[config.mk]
export PLATFORM = sky130hd
export DESIGN_NAME = smpb_bank
export DESIGN_NICKNAME = d
export VERILOG_FILES = /design/src/smpb_pkg.sv /design/src/smpb_bank.sv
export SDC_FILE = /design/constraint.sdc
export NUM_CORES = 1
export LEC_CHECK = 0
export ABC_CLOCK_PERIOD_IN_PS = 36400
export BUFFER_PORTS_ARGS = -buffer_cell sky130_fd_sc_hd__buf_4
export CAP_MARGIN = 20
export CORE_MARGIN = 2
export CORE_UTILIZATION = 50
export DETAILED_ROUTE_END_ITERATION = 8
export GPL_ROUTABILITY_DRIVEN = 0
export PLACE_DENSITY = 0.71
export RECOVER_POWER = 25
export REMOVE_ABC_BUFFERS = 1
export SYNTH_ARGS = -nofsm -noshare
export SYNTH_HDL_FRONTEND = slang
export SYNTH_SLANG_ARGS = --single-unit
[constraint.sdc]
create_clock -name sys_clk -period 36.4 [get_ports sys_clk]
set_input_delay 1.82 -clock sys_clk [delete_from_list [all_inputs] [get_ports sys_clk]]
set_output_delay 1.82 -clock sys_clk [all_outputs]
set_load 0.01 [all_outputs]
[src/smpb_pkg.sv]
// smpb_pkg: register map, field limits and carrier types of the second-motor parameter bank
//
// What this block does
// - ramp switch method: 0 terminal input, 1 transition frequencies, 2 on reversal only.
// - accel transition frequency: unsigned 0..40000 (0.01 Hz), alternate range up to 100000.
// - decel transition frequency: unsigned 0..40000 (0.01 Hz), alternate range up to 100000.
// - wide values take two words: upper half at lower address, lower half next.
// - thermal level accepts 200..1000, count of 0.1 percent rated current.
// - thermal curve: 0 reduced torque, 1 constant torque, 2 free curve.
// - overload limit mode: 0 off, 1 accel+const, 2 const only, 3 accel+const raising speed.
// - overload limit level accepts 100..2000, count of 0.1 percent.
// - overload limit decel rate accepts 1..30000, count of 0.1 second.
// - second overload warning level accepts 0..2000, count of 0.1 percent.
// - motor data source: 0 standard constants, 2 auto-tuned; nothing else defined.
// - motor capacity index 0..15 selects rated motor size.
`default_nettype none
package smpb_pkg;

    // ****************************************
    // register word indices; byte address is four times the index
    // ****************************************
    localparam logic [15:0] IDX_SECOND_ACCEL_RAMP_HI   = 16'h226F;
    localparam logic [15:0] IDX_SECOND_ACCEL_RAMP_LO   = 16'h2270;
    localparam logic [15:0] IDX_SECOND_DECEL_RAMP_HI   = 16'h2271;
    localparam logic [15:0] IDX_SECOND_DECEL_RAMP_LO   = 16'h2272;
    localparam logic [15:0] IDX_RSW       = 16'h2273;
    localparam logic [15:0] IDX_AFRQ_HI   = 16'h2274;
    localparam logic [15:0] IDX_AFRQ_LO   = 16'h2275;
    localparam logic [15:0] IDX_DFRQ_HI   = 16'h2276;
    localparam logic [15:0] IDX_DFRQ_LO   = 16'h2277;
    localparam logic [15:0] IDX_THLV      = 16'h230C;
    localparam logic [15:0] IDX_THCV      = 16'h230D;
    localparam logic [15:0] IDX_OLMD      = 16'h2316;
    localparam logic [15:0] IDX_OLLV      = 16'h2317;
    localparam logic [15:0] IDX_OLDR      = 16'h2318;
    localparam logic [15:0] IDX_OLW2      = 16'h2429;
    localparam logic [15:0] IDX_MDSRC     = 16'h2502;
    localparam logic [15:0] IDX_MCAP      = 16'h2503;
    localparam logic [15:0] IDX_CTRL      = 16'h2600;
    localparam logic [15:0] IDX_STAT      = 16'h2601;
    localparam int          ADDR_LSB      = 2;

    // ****************************************
    // value limits
    // ****************************************
    localparam logic [31:0] TIME2_MIN     = 32'h0000_0001;
    localparam logic [31:0] TIME2_MAX     = 32'h0005_7E40;  // 360000
    localparam logic [31:0] FRQ_MAX_STD   = 32'h0000_9C40;  // 40000
    localparam logic [31:0] FRQ_MAX_EXT   = 32'h0001_86A0;  // 100000
    localparam logic [15:0] RSW_MAX       = 16'h0002;
    localparam logic [15:0] THLV_MIN      = 16'h00C8;
    localparam logic [15:0] THLV_MAX      = 16'h03E8;
    localparam logic [15:0] THCV_MAX      = 16'h0002;
    localparam logic [15:0] OLMD_MAX      = 16'h0003;
    localparam logic [15:0] OLLV_MIN      = 16'h0064;
    localparam logic [15:0] OLLV_MAX      = 16'h07D0;
    localparam logic [15:0] OLDR_MIN      = 16'h0001;
    localparam logic [15:0] OLDR_MAX      = 16'h7530;
    localparam logic [15:0] OLW2_MAX      = 16'h07D0;
    localparam logic [15:0] MDSRC_STD     = 16'h0000;
    localparam logic [15:0] MDSRC_AUTO    = 16'h0002;
    localparam logic [15:0] MCAP_MAX      = 16'h000F;

    // ****************************************
    // reset values
    // ****************************************
    localparam logic [31:0] RST_TIME2     = 32'h0000_03E8;
    localparam logic [31:0] RST_FRQ       = 32'h0000_0000;
    localparam logic [15:0] RST_THLV      = 16'h03E8;
    localparam logic [15:0] RST_OLLV      = 16'h05DC;
    localparam logic [15:0] RST_OLDR      = 16'h000A;
    localparam logic [15:0] RST_OLW2      = 16'h05DC;
    localparam logic [15:0] RST_ZERO      = 16'h0000;

    // ****************************************
    // control and status fields
    // ****************************************
    localparam int          CTRL_EXT_BIT  = 0;
    localparam int          STAT_REJ_BIT  = 0;
    localparam int          STAT_RSV_BIT  = 1;
    localparam int          STAT_PEND_BIT = 2;

    typedef enum logic [1:0] {
        SMPB_RAMP_TERMINAL,
        SMPB_RAMP_FREQ,
        SMPB_RAMP_REVERSE
    } smpb_ramp_t;

    typedef enum logic [1:0] {
        SMPB_CURVE_REDUCED,
        SMPB_CURVE_CONSTANT,
        SMPB_CURVE_FREE
    } smpb_curve_t;

    typedef struct packed {
        logic        cyc;
        logic        stb;
        logic        we;
        logic [3:0]  sel;
        logic [31:0] adr;
        logic [31:0] dat;
    } smpb_wb_req_t;

    typedef struct packed {
        logic        ack;
        logic        err;
        logic [31:0] dat;
    } smpb_wb_rsp_t;

    typedef struct packed {
        logic [31:0] accel_time;
        logic [31:0] decel_time;
        smpb_ramp_t  ramp_sel;
        logic [31:0] accel_freq;
        logic [31:0] decel_freq;
        logic [15:0] thermal_level;
        smpb_curve_t thermal_curve;
        logic        olim_enable;
        logic        olim_accel;
        logic        olim_regen_boost;
        logic [15:0] olim_level;
        logic [15:0] olim_decel;
        logic [15:0] warn_level;
        logic        data_autotuned;
        logic [3:0]  capacity;
    } smpb_params_t;

endpackage : smpb_pkg
`default_nettype wire

[src/smpb_bank.sv]
// smpb_bank: wishbone slave holding the checked second-motor parameter registers
//
// Added by the designer: register access over Wishbone.
`default_nettype none
module smpb_bank (
    input  wire logic                  sys_clk,
    input  wire logic                  rst,
    input  wire smpb_pkg::smpb_wb_req_t wb_req,
    output var  smpb_pkg::smpb_wb_rsp_t wb_rsp,
    output var  smpb_pkg::smpb_params_t params
);
    import smpb_pkg::*;

    // ****************************************
    // stored values
    // ****************************************
    logic [31:0] accel_time;
    logic [31:0] decel_time;
    logic [31:0] accel_freq;
    logic [31:0] decel_freq;
    logic [15:0] ramp_sw;
    logic [15:0] th_level;
    logic [15:0] th_curve;
    logic [15:0] ol_mode;
    logic [15:0] ol_level;
    logic [15:0] ol_decel;
    logic [15:0] ol_warn;
    logic [15:0] md_src;
    logic [15:0] m_cap;
    logic        ext_range;
    logic [15:0] pend_hi;
    logic        pend_valid;
    logic [15:0] pend_idx;
    logic        st_reject;
    logic        st_reserved;
    logic        ack_q;
    logic        err_q;
    logic [31:0] rdat_q;

    // ****************************************
    // decode
    // ****************************************
    logic        req;
    logic        full_wr;
    logic [15:0] idx;
    logic [15:0] wval;
    logic [31:0] wide;
    logic        mapped;
    logic        in_range;
    logic        is_hi;
    logic        is_lo;
    logic [31:0] frq_max;
    logic [31:0] next_rdat;

    assign req     = wb_req.cyc && wb_req.stb && !ack_q && !err_q;
    assign idx     = wb_req.adr[ADDR_LSB+15:ADDR_LSB];
    assign wval    = wb_req.dat[15:0];
    assign full_wr = wb_req.sel[1:0] == 2'b11;
    assign wide    = {pend_hi, wval};
    assign frq_max = ext_range ? FRQ_MAX_EXT : FRQ_MAX_STD;
    assign is_hi   = idx == IDX_SECOND_ACCEL_RAMP_HI || idx == IDX_SECOND_DECEL_RAMP_HI || idx == IDX_AFRQ_HI || idx == IDX_DFRQ_HI;
    assign is_lo   = idx == IDX_SECOND_ACCEL_RAMP_LO || idx == IDX_SECOND_DECEL_RAMP_LO || idx == IDX_AFRQ_LO || idx == IDX_DFRQ_LO;

    // high index of the pair that a low index belongs to
    function automatic logic [15:0] pair_hi(input logic [15:0] i);
        pair_hi = i - 16'h0001;
    endfunction

    always_comb begin
        mapped = 1'b1;
        case (idx)
            IDX_SECOND_ACCEL_RAMP_HI, IDX_SECOND_ACCEL_RAMP_LO, IDX_SECOND_DECEL_RAMP_HI, IDX_SECOND_DECEL_RAMP_LO, IDX_RSW,
            IDX_AFRQ_HI, IDX_AFRQ_LO, IDX_DFRQ_HI, IDX_DFRQ_LO, IDX_THLV,
            IDX_THCV, IDX_OLMD, IDX_OLLV, IDX_OLDR, IDX_OLW2, IDX_MDSRC,
            IDX_MCAP, IDX_CTRL, IDX_STAT: mapped = 1'b1;
            default: mapped = 1'b0;
        endcase
        if (wb_req.adr[31:ADDR_LSB+16] != '0) begin
            mapped = 1'b0;
        end
    end

    // range check of a write against its target
    always_comb begin
        in_range = 1'b1;
        case (idx)
            IDX_SECOND_ACCEL_RAMP_LO, IDX_SECOND_DECEL_RAMP_LO: in_range = wide >= TIME2_MIN && wide <= TIME2_MAX;
            IDX_AFRQ_LO, IDX_DFRQ_LO: in_range = wide <= frq_max;
            IDX_RSW:   in_range = wval <= RSW_MAX;
            IDX_THLV:  in_range = wval >= THLV_MIN && wval <= THLV_MAX;
            IDX_THCV:  in_range = wval <= THCV_MAX;
            IDX_OLMD:  in_range = wval <= OLMD_MAX;
            IDX_OLLV:  in_range = wval >= OLLV_MIN && wval <= OLLV_MAX;
            IDX_OLDR:  in_range = wval >= OLDR_MIN && wval <= OLDR_MAX;
            IDX_OLW2:  in_range = wval <= OLW2_MAX;
            IDX_MDSRC: in_range = wval == MDSRC_STD || wval == MDSRC_AUTO;
            IDX_MCAP:  in_range = wval <= MCAP_MAX;
            default:   in_range = 1'b1;
        endcase
        // a low half is refused unless the upper half of its own pair was the last write
        if (is_lo && !(pend_valid && pend_idx == pair_hi(idx))) begin
            in_range = 1'b0;
        end
        if (!full_wr) begin
            in_range = 1'b0;
        end
    end

    logic wr_ok;
    logic wr_bad;
    assign wr_ok  = req && wb_req.we && mapped && in_range;
    assign wr_bad = req && (!mapped || (wb_req.we && !in_range));

    // ****************************************
    // read mux
    // ****************************************
    always_comb begin
        next_rdat = 32'h0000_0000;
        case (idx)
            IDX_SECOND_ACCEL_RAMP_HI: next_rdat[15:0] = accel_time[31:16];
            IDX_SECOND_ACCEL_RAMP_LO: next_rdat[15:0] = accel_time[15:0];
            IDX_SECOND_DECEL_RAMP_HI: next_rdat[15:0] = decel_time[31:16];
            IDX_SECOND_DECEL_RAMP_LO: next_rdat[15:0] = decel_time[15:0];
            IDX_RSW:     next_rdat[15:0] = ramp_sw;
            IDX_AFRQ_HI: next_rdat[15:0] = accel_freq[31:16];
            IDX_AFRQ_LO: next_rdat[15:0] = accel_freq[15:0];
            IDX_DFRQ_HI: next_rdat[15:0] = decel_freq[31:16];
            IDX_DFRQ_LO: next_rdat[15:0] = decel_freq[15:0];
            IDX_THLV:    next_rdat[15:0] = th_level;
            IDX_THCV:    next_rdat[15:0] = th_curve;
            IDX_OLMD:    next_rdat[15:0] = ol_mode;
            IDX_OLLV:    next_rdat[15:0] = ol_level;
            IDX_OLDR:    next_rdat[15:0] = ol_decel;
            IDX_OLW2:    next_rdat[15:0] = ol_warn;
            IDX_MDSRC:   next_rdat[15:0] = md_src;
            IDX_MCAP:    next_rdat[15:0] = m_cap;
            IDX_CTRL:    next_rdat[CTRL_EXT_BIT] = ext_range;
            IDX_STAT: begin
                next_rdat[STAT_REJ_BIT]  = st_reject;
                next_rdat[STAT_RSV_BIT]  = st_reserved;
                next_rdat[STAT_PEND_BIT] = pend_valid;
            end
            default:     next_rdat = 32'h0000_0000;
        endcase
    end

    // ****************************************
    // bus answer: one wait state, ack or err, dropped the next cycle
    // ****************************************
    always_ff @(posedge sys_clk or posedge rst) begin
        if (rst) begin
            ack_q  <= 1'b0;
            err_q  <= 1'b0;
            rdat_q <= 32'h0000_0000;
        end else begin
            ack_q  <= req && !wr_bad;
            err_q  <= wr_bad;
            rdat_q <= (req && !wb_req.we && mapped) ? next_rdat : 32'h0000_0000;
        end
    end

    assign wb_rsp.ack = ack_q;
    assign wb_rsp.err = err_q;
    assign wb_rsp.dat = rdat_q;

    // ****************************************
    // upper-half latch for two-word values
    // ****************************************
    // the upper half is held aside so a half-written pair never reaches the motor logic
    always_ff @(posedge sys_clk or posedge rst) begin
        if (rst) begin
            pend_hi    <= 16'h0000;
            pend_idx   <= 16'h0000;
            pend_valid <= 1'b0;
        end else if (req && wb_req.we) begin
            if (is_hi && mapped && full_wr) begin
                pend_hi    <= wval;
                pend_idx   <= idx;
                pend_valid <= 1'b1;
            end else begin
                pend_valid <= 1'b0;
            end
        end
    end

    // ****************************************
    // parameter storage
    // ****************************************
    always_ff @(posedge sys_clk or posedge rst) begin
        if (rst) begin
            accel_time <= RST_TIME2;
            decel_time <= RST_TIME2;
            accel_freq <= RST_FRQ;
            decel_freq <= RST_FRQ;
            ramp_sw    <= RST_ZERO;
            th_level   <= RST_THLV;
            th_curve   <= RST_ZERO;
            ol_mode    <= RST_ZERO;
            ol_level   <= RST_OLLV;
            ol_decel   <= RST_OLDR;
            ol_warn    <= RST_OLW2;
            md_src     <= RST_ZERO;
            m_cap      <= RST_ZERO;
            ext_range  <= 1'b0;
        end else if (wr_ok) begin
            // low-half writes commit only if the pending upper half belongs to the same pair
            case (idx)
                IDX_SECOND_ACCEL_RAMP_LO: if (pend_idx == IDX_SECOND_ACCEL_RAMP_HI) accel_time <= wide;
                IDX_SECOND_DECEL_RAMP_LO: if (pend_idx == IDX_SECOND_DECEL_RAMP_HI) decel_time <= wide;
                IDX_AFRQ_LO: if (pend_idx == IDX_AFRQ_HI) accel_freq <= wide;
                IDX_DFRQ_LO: if (pend_idx == IDX_DFRQ_HI) decel_freq <= wide;
                IDX_RSW:     ramp_sw  <= wval;
                IDX_THLV:    th_level <= wval;
                IDX_THCV:    th_curve <= wval;
                IDX_OLMD:    ol_mode  <= wval;
                IDX_OLLV:    ol_level <= wval;
                IDX_OLDR:    ol_decel <= wval;
                IDX_OLW2:    ol_warn  <= wval;
                IDX_MDSRC:   md_src   <= wval;
                IDX_MCAP:    m_cap    <= wval;
                IDX_CTRL:    ext_range <= wval[CTRL_EXT_BIT];
                default:     ;
            endcase
        end
    end

    // sticky status, cleared by writing a one; a new event in the same cycle wins
    always_ff @(posedge sys_clk or posedge rst) begin
        if (rst) begin
            st_reject   <= 1'b0;
            st_reserved <= 1'b0;
        end else begin
            if (req && wb_req.we && idx == IDX_STAT && mapped && full_wr) begin
                if (wval[STAT_REJ_BIT]) st_reject <= 1'b0;
                if (wval[STAT_RSV_BIT]) st_reserved <= 1'b0;
            end
            if (req && mapped && wb_req.we && !in_range) st_reject <= 1'b1;
            if (req && !mapped) st_reserved <= 1'b1;
        end
    end

    // ****************************************
    // decoded parameter outputs
    // ****************************************
    always_ff @(posedge sys_clk or posedge rst) begin
        if (rst) begin
            params <= '0;
        end else begin
            params.accel_time       <= accel_time;
            params.decel_time       <= decel_time;
            params.ramp_sel         <= smpb_ramp_t'(ramp_sw[1:0]);
            params.accel_freq       <= accel_freq;
            params.decel_freq       <= decel_freq;
            params.thermal_level    <= th_level;
            params.thermal_curve    <= smpb_curve_t'(th_curve[1:0]);
            params.olim_enable      <= ol_mode != RST_ZERO;
            params.olim_accel       <= ol_mode[0];
            params.olim_regen_boost <= ol_mode == OLMD_MAX;
            params.olim_level       <= ol_level;
            params.olim_decel       <= ol_decel;
            params.warn_level       <= ol_warn;
            params.data_autotuned   <= md_src == MDSRC_AUTO;
            params.capacity         <= m_cap[3:0];
        end
    end

endmodule : smpb_bank
`default_nettype wire

[After elaboration in Yosys (flattened, before gate mapping)]
Cells that the tools add are included.
Storage, ports and cells
  output and inout port bits: 238
  word-level logic and storage cells: 164
  flip-flop bits (word level): 530
Operators by class
  $add $sub $neg: 1
  reductions and logical operators: 69
  equal/unequal tests: 28
  mux-type cells: 17
  $lt $le $gt $ge: 12
Operators by type and width (number)
  == test 16 x 14 -> 1 bit (second input constant): 23
  one-hot mux 13 bit (17 select lines): 1
  == test 16 x 2 -> 1 bit (second input constant): 3
  one-hot mux 2 bit (18 select lines): 1
  >= comparator 32 x 1 -> 1 bit (second input constant): 1
  <= comparator 16 x 2 -> 1 bit (second input constant): 2
  <= comparator 32 x 17 -> 1 bit: 1
  <= comparator 32 x 19 -> 1 bit (second input constant): 1
  logical AND 1 bit: 26
  AND reduction 2 bit: 13
  one-hot mux 1 bit (19 select lines): 1
  OR reduction 19 bit: 1
  2-to-1 mux 17 bit: 1
  == test 16 bit: 1
  >= comparator 16 x 1 -> 1 bit (second input constant): 1
  >= comparator 16 x 7 -> 1 bit (second input constant): 1
  >= comparator 16 x 8 -> 1 bit (second input constant): 1
  <= comparator 16 x 10 -> 1 bit (second input constant): 1
  <= comparator 16 x 11 -> 1 bit (second input constant): 1
  <= comparator 16 x 15 -> 1 bit (second input constant): 1
  <= comparator 16 x 4 -> 1 bit (second input constant): 1
  logical NOT 16 bit: 1
  2-to-1 mux 16 bit: 1
  nonzero test 16 bit: 1
  10 further kinds: 41

[Longest topological paths before layout]
  depth after elaboration: 13
  gate-level depth with buffers: 14
  depth with buffers taken out: 10

[Worst setup path after synthesis]
OpenSTA, ideal clock, no wires.
  kind: input-to-reg
  start: input port wb_req[1] (netlist name)
  end: register ol_level[0]
  buffers on the path: 4
  data arrival time: 4829 ps
  path slack: 31447 ps
  stages on the path: 12
  cells stage by stage: clkbuf_1 -> or4_1 -> or3_1 -> nor4b_1 -> nor3_1 -> o32a_1 -> and4_1 -> buf_6 -> buf_6 -> nor3_4 -> buf_4 -> mux2_2
On the way
  longest elaborated chain between the ends: 7
  elaborated cells between the ends (all ways): 24
  classes of those cells: order compare: 12; eq/ne: 1; mux: 3; reduce/logical: 8
Ends and longest elaborated chain
  start, declared: RTL line smpb_bank.sv:8  | input wire smpb_pkg::smpb_wb_req_t wb_req,
  >= comparator 32 x 1 -> 1 bit, or another cell as far along: RTL line smpb_bank.sv:87  | IDX_SECOND_ACCEL_RAMP_LO, IDX_SECOND_DECEL_RAMP_LO: in_range = wide >= TIME2_MIN && wide <= TIME2_MAX;
  logical AND 1 bit, or another cell as far along: RTL line smpb_bank.sv:87
  one-hot mux 1 bit (10 select lines) (*): RTL line smpb_bank.sv:86  | case (idx)
  2-to-1 mux 1 bit (*): RTL line smpb_bank.sv:101  | if (is_lo && !(pend_valid && pend_idx == pair_hi(idx))) begin
  2-to-1 mux 1 bit (*): RTL line smpb_bank.sv:104  | if (!full_wr) begin
  logical AND 1 bit (*): RTL line smpb_bank.sv:111  | assign wr_ok = req && wb_req.we && mapped && in_range;
  AND reduction 2 bit (no line) (*)
  end signal, assigned: RTL line smpb_bank.sv:216  | IDX_OLLV: ol_level <= wval;
  end, declared: RTL line smpb_bank.sv:25  | logic [15:0] ol_level;
Every way passes the cells marked *; elsewhere a longest branch is shown, timed or not.
A chain may end at the register's enable or synchronous reset.

==> flow_metrics.env <==
export IMPL_tightest_slew_ps=4547
export IMPL_postSynthRegisterBits=530
export IMPL_vias_per_cell=5.964
export IMPL_dr_first_iter_drc_count=1452
export IMPL_synthMuxAreaShare=0.1211
export IMPL_leakage_uw=0.01239
export IMPL_post_route_min_period_ps=8048
export IMPL_critical_path_class="in2async"
export IMPL_worst_clock_skew_ps=15.75
export IMPL_io_buffers=274
export IMPL_synth_distinct_cells=69
export IMPL_p_sw_frac=0.2161
export IMPL_async_reset_ff_frac=1.000
export IMPL_ant_nets=0
export IMPL_cts_tree="built"
export IMPL_synth_xor_area_share=0.009395
export IMPL_synth_simple_area_share=0.1069
export IMPL_root_buffer="clkbuf_16"
export IMPL_p_per_area_mw_per_mm2=47.47
export IMPL_synth_compound_area_frac=0.07632
export IMPL_rows=74
export IMPL_die_x_um=206.5
export IMPL_syn_avg_cell_area_um2=14.16
export IMPL_synth_adder_area_share=0.007321
export IMPL_insertion_delay_ps=580
export IMPL_reg2reg_depth=12
export IMPL_placedCellCount=2200
export IMPL_endpoint_kind="async pin"
export IMPL_r2r_end="m_cap[1]$_DFFE_PP0P_"
export IMPL_vias=13717
export IMPL_grt_pass1_vias=13668
export IMPL_post_cts_buffers=0
export IMPL_hold_viol=0
export IMPL_htree_levels=2
export IMPL_max_cap_violations=2
export IMPL_drc=0
export IMPL_die_height_um=206.5
export IMPL_setup_viol_count_final=0
export IMPL_period_share=0.2211
export IMPL_start_util=0.5046
export IMPL_status="finished with violations"
export IMPL_dp_hpwl_mm=38.79
export IMPL_cts_buffers=52
export IMPL_synth_top_family_by_area="multiplexers"
export IMPL_cts_resized_gates=0
export IMPL_violations="max-capacitance violations, max-slew violations"
export IMPL_whs_ps=396.9
export IMPL_rsz0062_at_grt="no"
export IMPL_maxSlewHeadroom=-2.048
export IMPL_reg2reg_setup_slack_ps=32050
export IMPL_slew_viol_final=185
export IMPL_internal_power_uw=925.8
export IMPL_syn_instance_count=1448
export IMPL_layout_drive_gt1_share=0.3620
export IMPL_clk_path_buf_depth=3
export IMPL_wl_mm=59.75
export IMPL_r2r_start="ext_range$_DFFE_PP0P_"
export IMPL_fillerInstances=3116
export IMPL_cp_max_fo=107
export IMPL_grt_max_degree=108
export IMPL_clockPowerShare=0.473
export IMPL_worstPathArrival_ps=7810
export IMPL_die_area_mm2=0.04265
export IMPL_first_pass_iters=6
export IMPL_fin_cells=2300
export IMPL_layout_nets=1809
export IMPL_syn2layout_area_growth_pct=21.30
export IMPL_pin_count=311
export IMPL_p_comb_frac=0.028
export IMPL_yosys_warnings=0
export IMPL_tns_ps=0
export IMPL_ys_flop_type="dfrtp_1"
export IMPL_hp_class="reg2reg"
export IMPL_crit_required_ps=36160
export IMPL_ir_drop_mv=0.03113
export IMPL_synth_edff_count=0
export IMPL_holdPathEnd="params[128]$_DFF_PP0_"
export IMPL_n_antenna_cell=0
export IMPL_ys_seq_area_frac=0.6487
export IMPL_start_kind="primary input"
export IMPL_holdPathStages=0
export IMPL_clock_sinks=530
export IMPL_antenna_found_initial=0
export IMPL_grt_first_pass_wirelength_mm=87.76
export IMPL_cts_hold_buf=0
export IMPL_switching_power_uw=255.2
export IMPL_grt_total_usage=0.2809
export IMPL_sequentialPowerShare=0.499
export IMPL_hp_start="accel_freq[22]$_DFFE_PP0P_"
export IMPL_netlist_area_mm2=0.02051
export IMPL_worst_setup_hold_path_clk_slew_ps=60
export IMPL_overflow=0
export IMPL_clock_fmax_mhz=124.3
export IMPL_core_area_mm2=0.04065
export IMPL_wl_per_cell_um=25.98
cells by family (layout without fill, tap and decap cells):
| kind of cell | Yosys count | in the layout |
|---|---|---|
| xor+xnor | 22 | 22 |
| compound gates | 194 | 194 |
| mux | 211 | 211 |
| buf+inv | 121 | 426 |
| flops | 530 | 530 |
| fa+ha+maj | 12 | 12 |
| simple gates | 357 | 357 |
| other cells | 1 | 16 |
placed cells by master (no fill, tap or decap), types with 28 or more instances in the layout:
master     netlist  routed
dfrtp_1        496     496
buf_4           23     313
mux2_2         177     177
nor2b_1         89      89
nand2_1         53      53
clkbuf_16        0      53
a22o_1          34      34
dfstp_1          0      34
nor2_1          33      33
a221oi_1        33      33
mux2_4          30      30
a22oi_1         28      28
cells in the mapped netlist (12+ instances only):
cell type,instances,area share
a221oi_1,33,0.014
a222oi_1,27,0.013
a22o_1,34,0.015
a22oi_1,28,0.010
a31oi_1,16,0.0049
and3_1,14,0.0043
and4_1,13,0.0056
buf_2,18,0.0044
buf_4,23,0.0084
clkbuf_1,60,0.011
dfrtp_1,496,0.61
dfstp_2,34,0.044
ha_1,12,0.0073
mux2_2,177,0.097
mux2_4,30,0.022
nand2_1,53,0.0097
nand3_1,15,0.0037
nand4_1,19,0.0058
nor2_1,33,0.0060
nor2b_1,89,0.027
nor3_1,22,0.0054
nor4_1,21,0.0064
o21ai_0,12,0.0029
xnor2_1,16,0.0068
layout make-up:
cell class,count,area [um2],share of cell area
clock buffers,73,1521,0.06115
clock inverters,25,281.5,0.01132
inverters,11,42.54,0.001710
multi-input cells,812,6670,0.2681
flip-flops and latches,530,13310,0.5348
well taps,532,665.6,0.02676
repair buffers,317,2392,0.09616
power by group through the flow:
| stage | sequential [uW] | clock, uW | combinational (uW) |
|---|---|---|---|
| detailed placement | 600 | 0 | 33.6 |
| CTS | 589 | 563 | 33.7 |
| finish | 589 | 558 | 33.4 |
| global placement | 600 | 0 | 32.8 |
| floorplan | 601 | 0 | 16.5 |
| global route | 589 | 588 | 37.4 |
critical path, cell delays in order:
cell and delay, ps:
clkbuf_4 110, clkinvlp_2 2530, clkbuf_1 420, clkbuf_1 2820
through the flow:
| stage | utilization | total power (uW) | cell area [um2] | setup slack (ps) |
|---|---|---|---|---|
| detailed placement | 0.5672 | 633.7 | 23050 | 30180 |
| global route | 0.6121 | 1215 | 24880 | 26940 |
| finish | 0.6121 | 1181 | 24880 | 28350 |
| CTS | 0.6116 | 1187 | 24860 | 30760 |
| floorplan | - | 617.0 | 19990 | 19830 |
| global placement | 0.5672 | 632.9 | 23050 | 30200 |
state kept, by name, indices dropped and copies added, names as in the netlist:
signal / cells
ack_q: 1
pend_hi: 16
ramp_sw: 16
th_level: 16
ol_mode: 16
pend_idx: 16
ol_warn: 16
decel_freq: 32
ol_decel: 16
m_cap: 16
ext_range: 1
pend_valid: 1
th_curve: 16
decel_time: 32
md_src: 16
err_q: 1
rdat_q: 16
st_reserved: 1
st_reject: 1
accel_freq: 32
accel_time: 32
params: 204
ol_level: 16
metal layers:
layer	track usage	vias up	wire, um	part of all wire
met5	0	-	0	0
met4	0.1020	0	2068	0.035
met3	0.05432	132	4472	0.075
met2	0.4367	624	27880	0.47
met1	0.3970	7155	25330	0.42
li1	-	5806	-	-
worst max path at each step:
stage               start                          to  depth (start not counted)
4_1_cts        wb_req[38]  accel_freq[10]$_DFFE_PP0P_                         11
2_1_floorplan         rst   accel_freq[0]$_DFFE_PP0P_                          1
5_1_grt               rst     pend_idx[5]$_DFFE_PP0P_                          4
6_report              rst    pend_idx[11]$_DFFE_PP0P_                          4
3_5_place_dp   wb_req[38]  accel_freq[13]$_DFFE_PP0P_                         11
3_3_place_gp   wb_req[38]  accel_freq[10]$_DFFE_PP0P_                         11
Power figures use the tool's default switching activity.
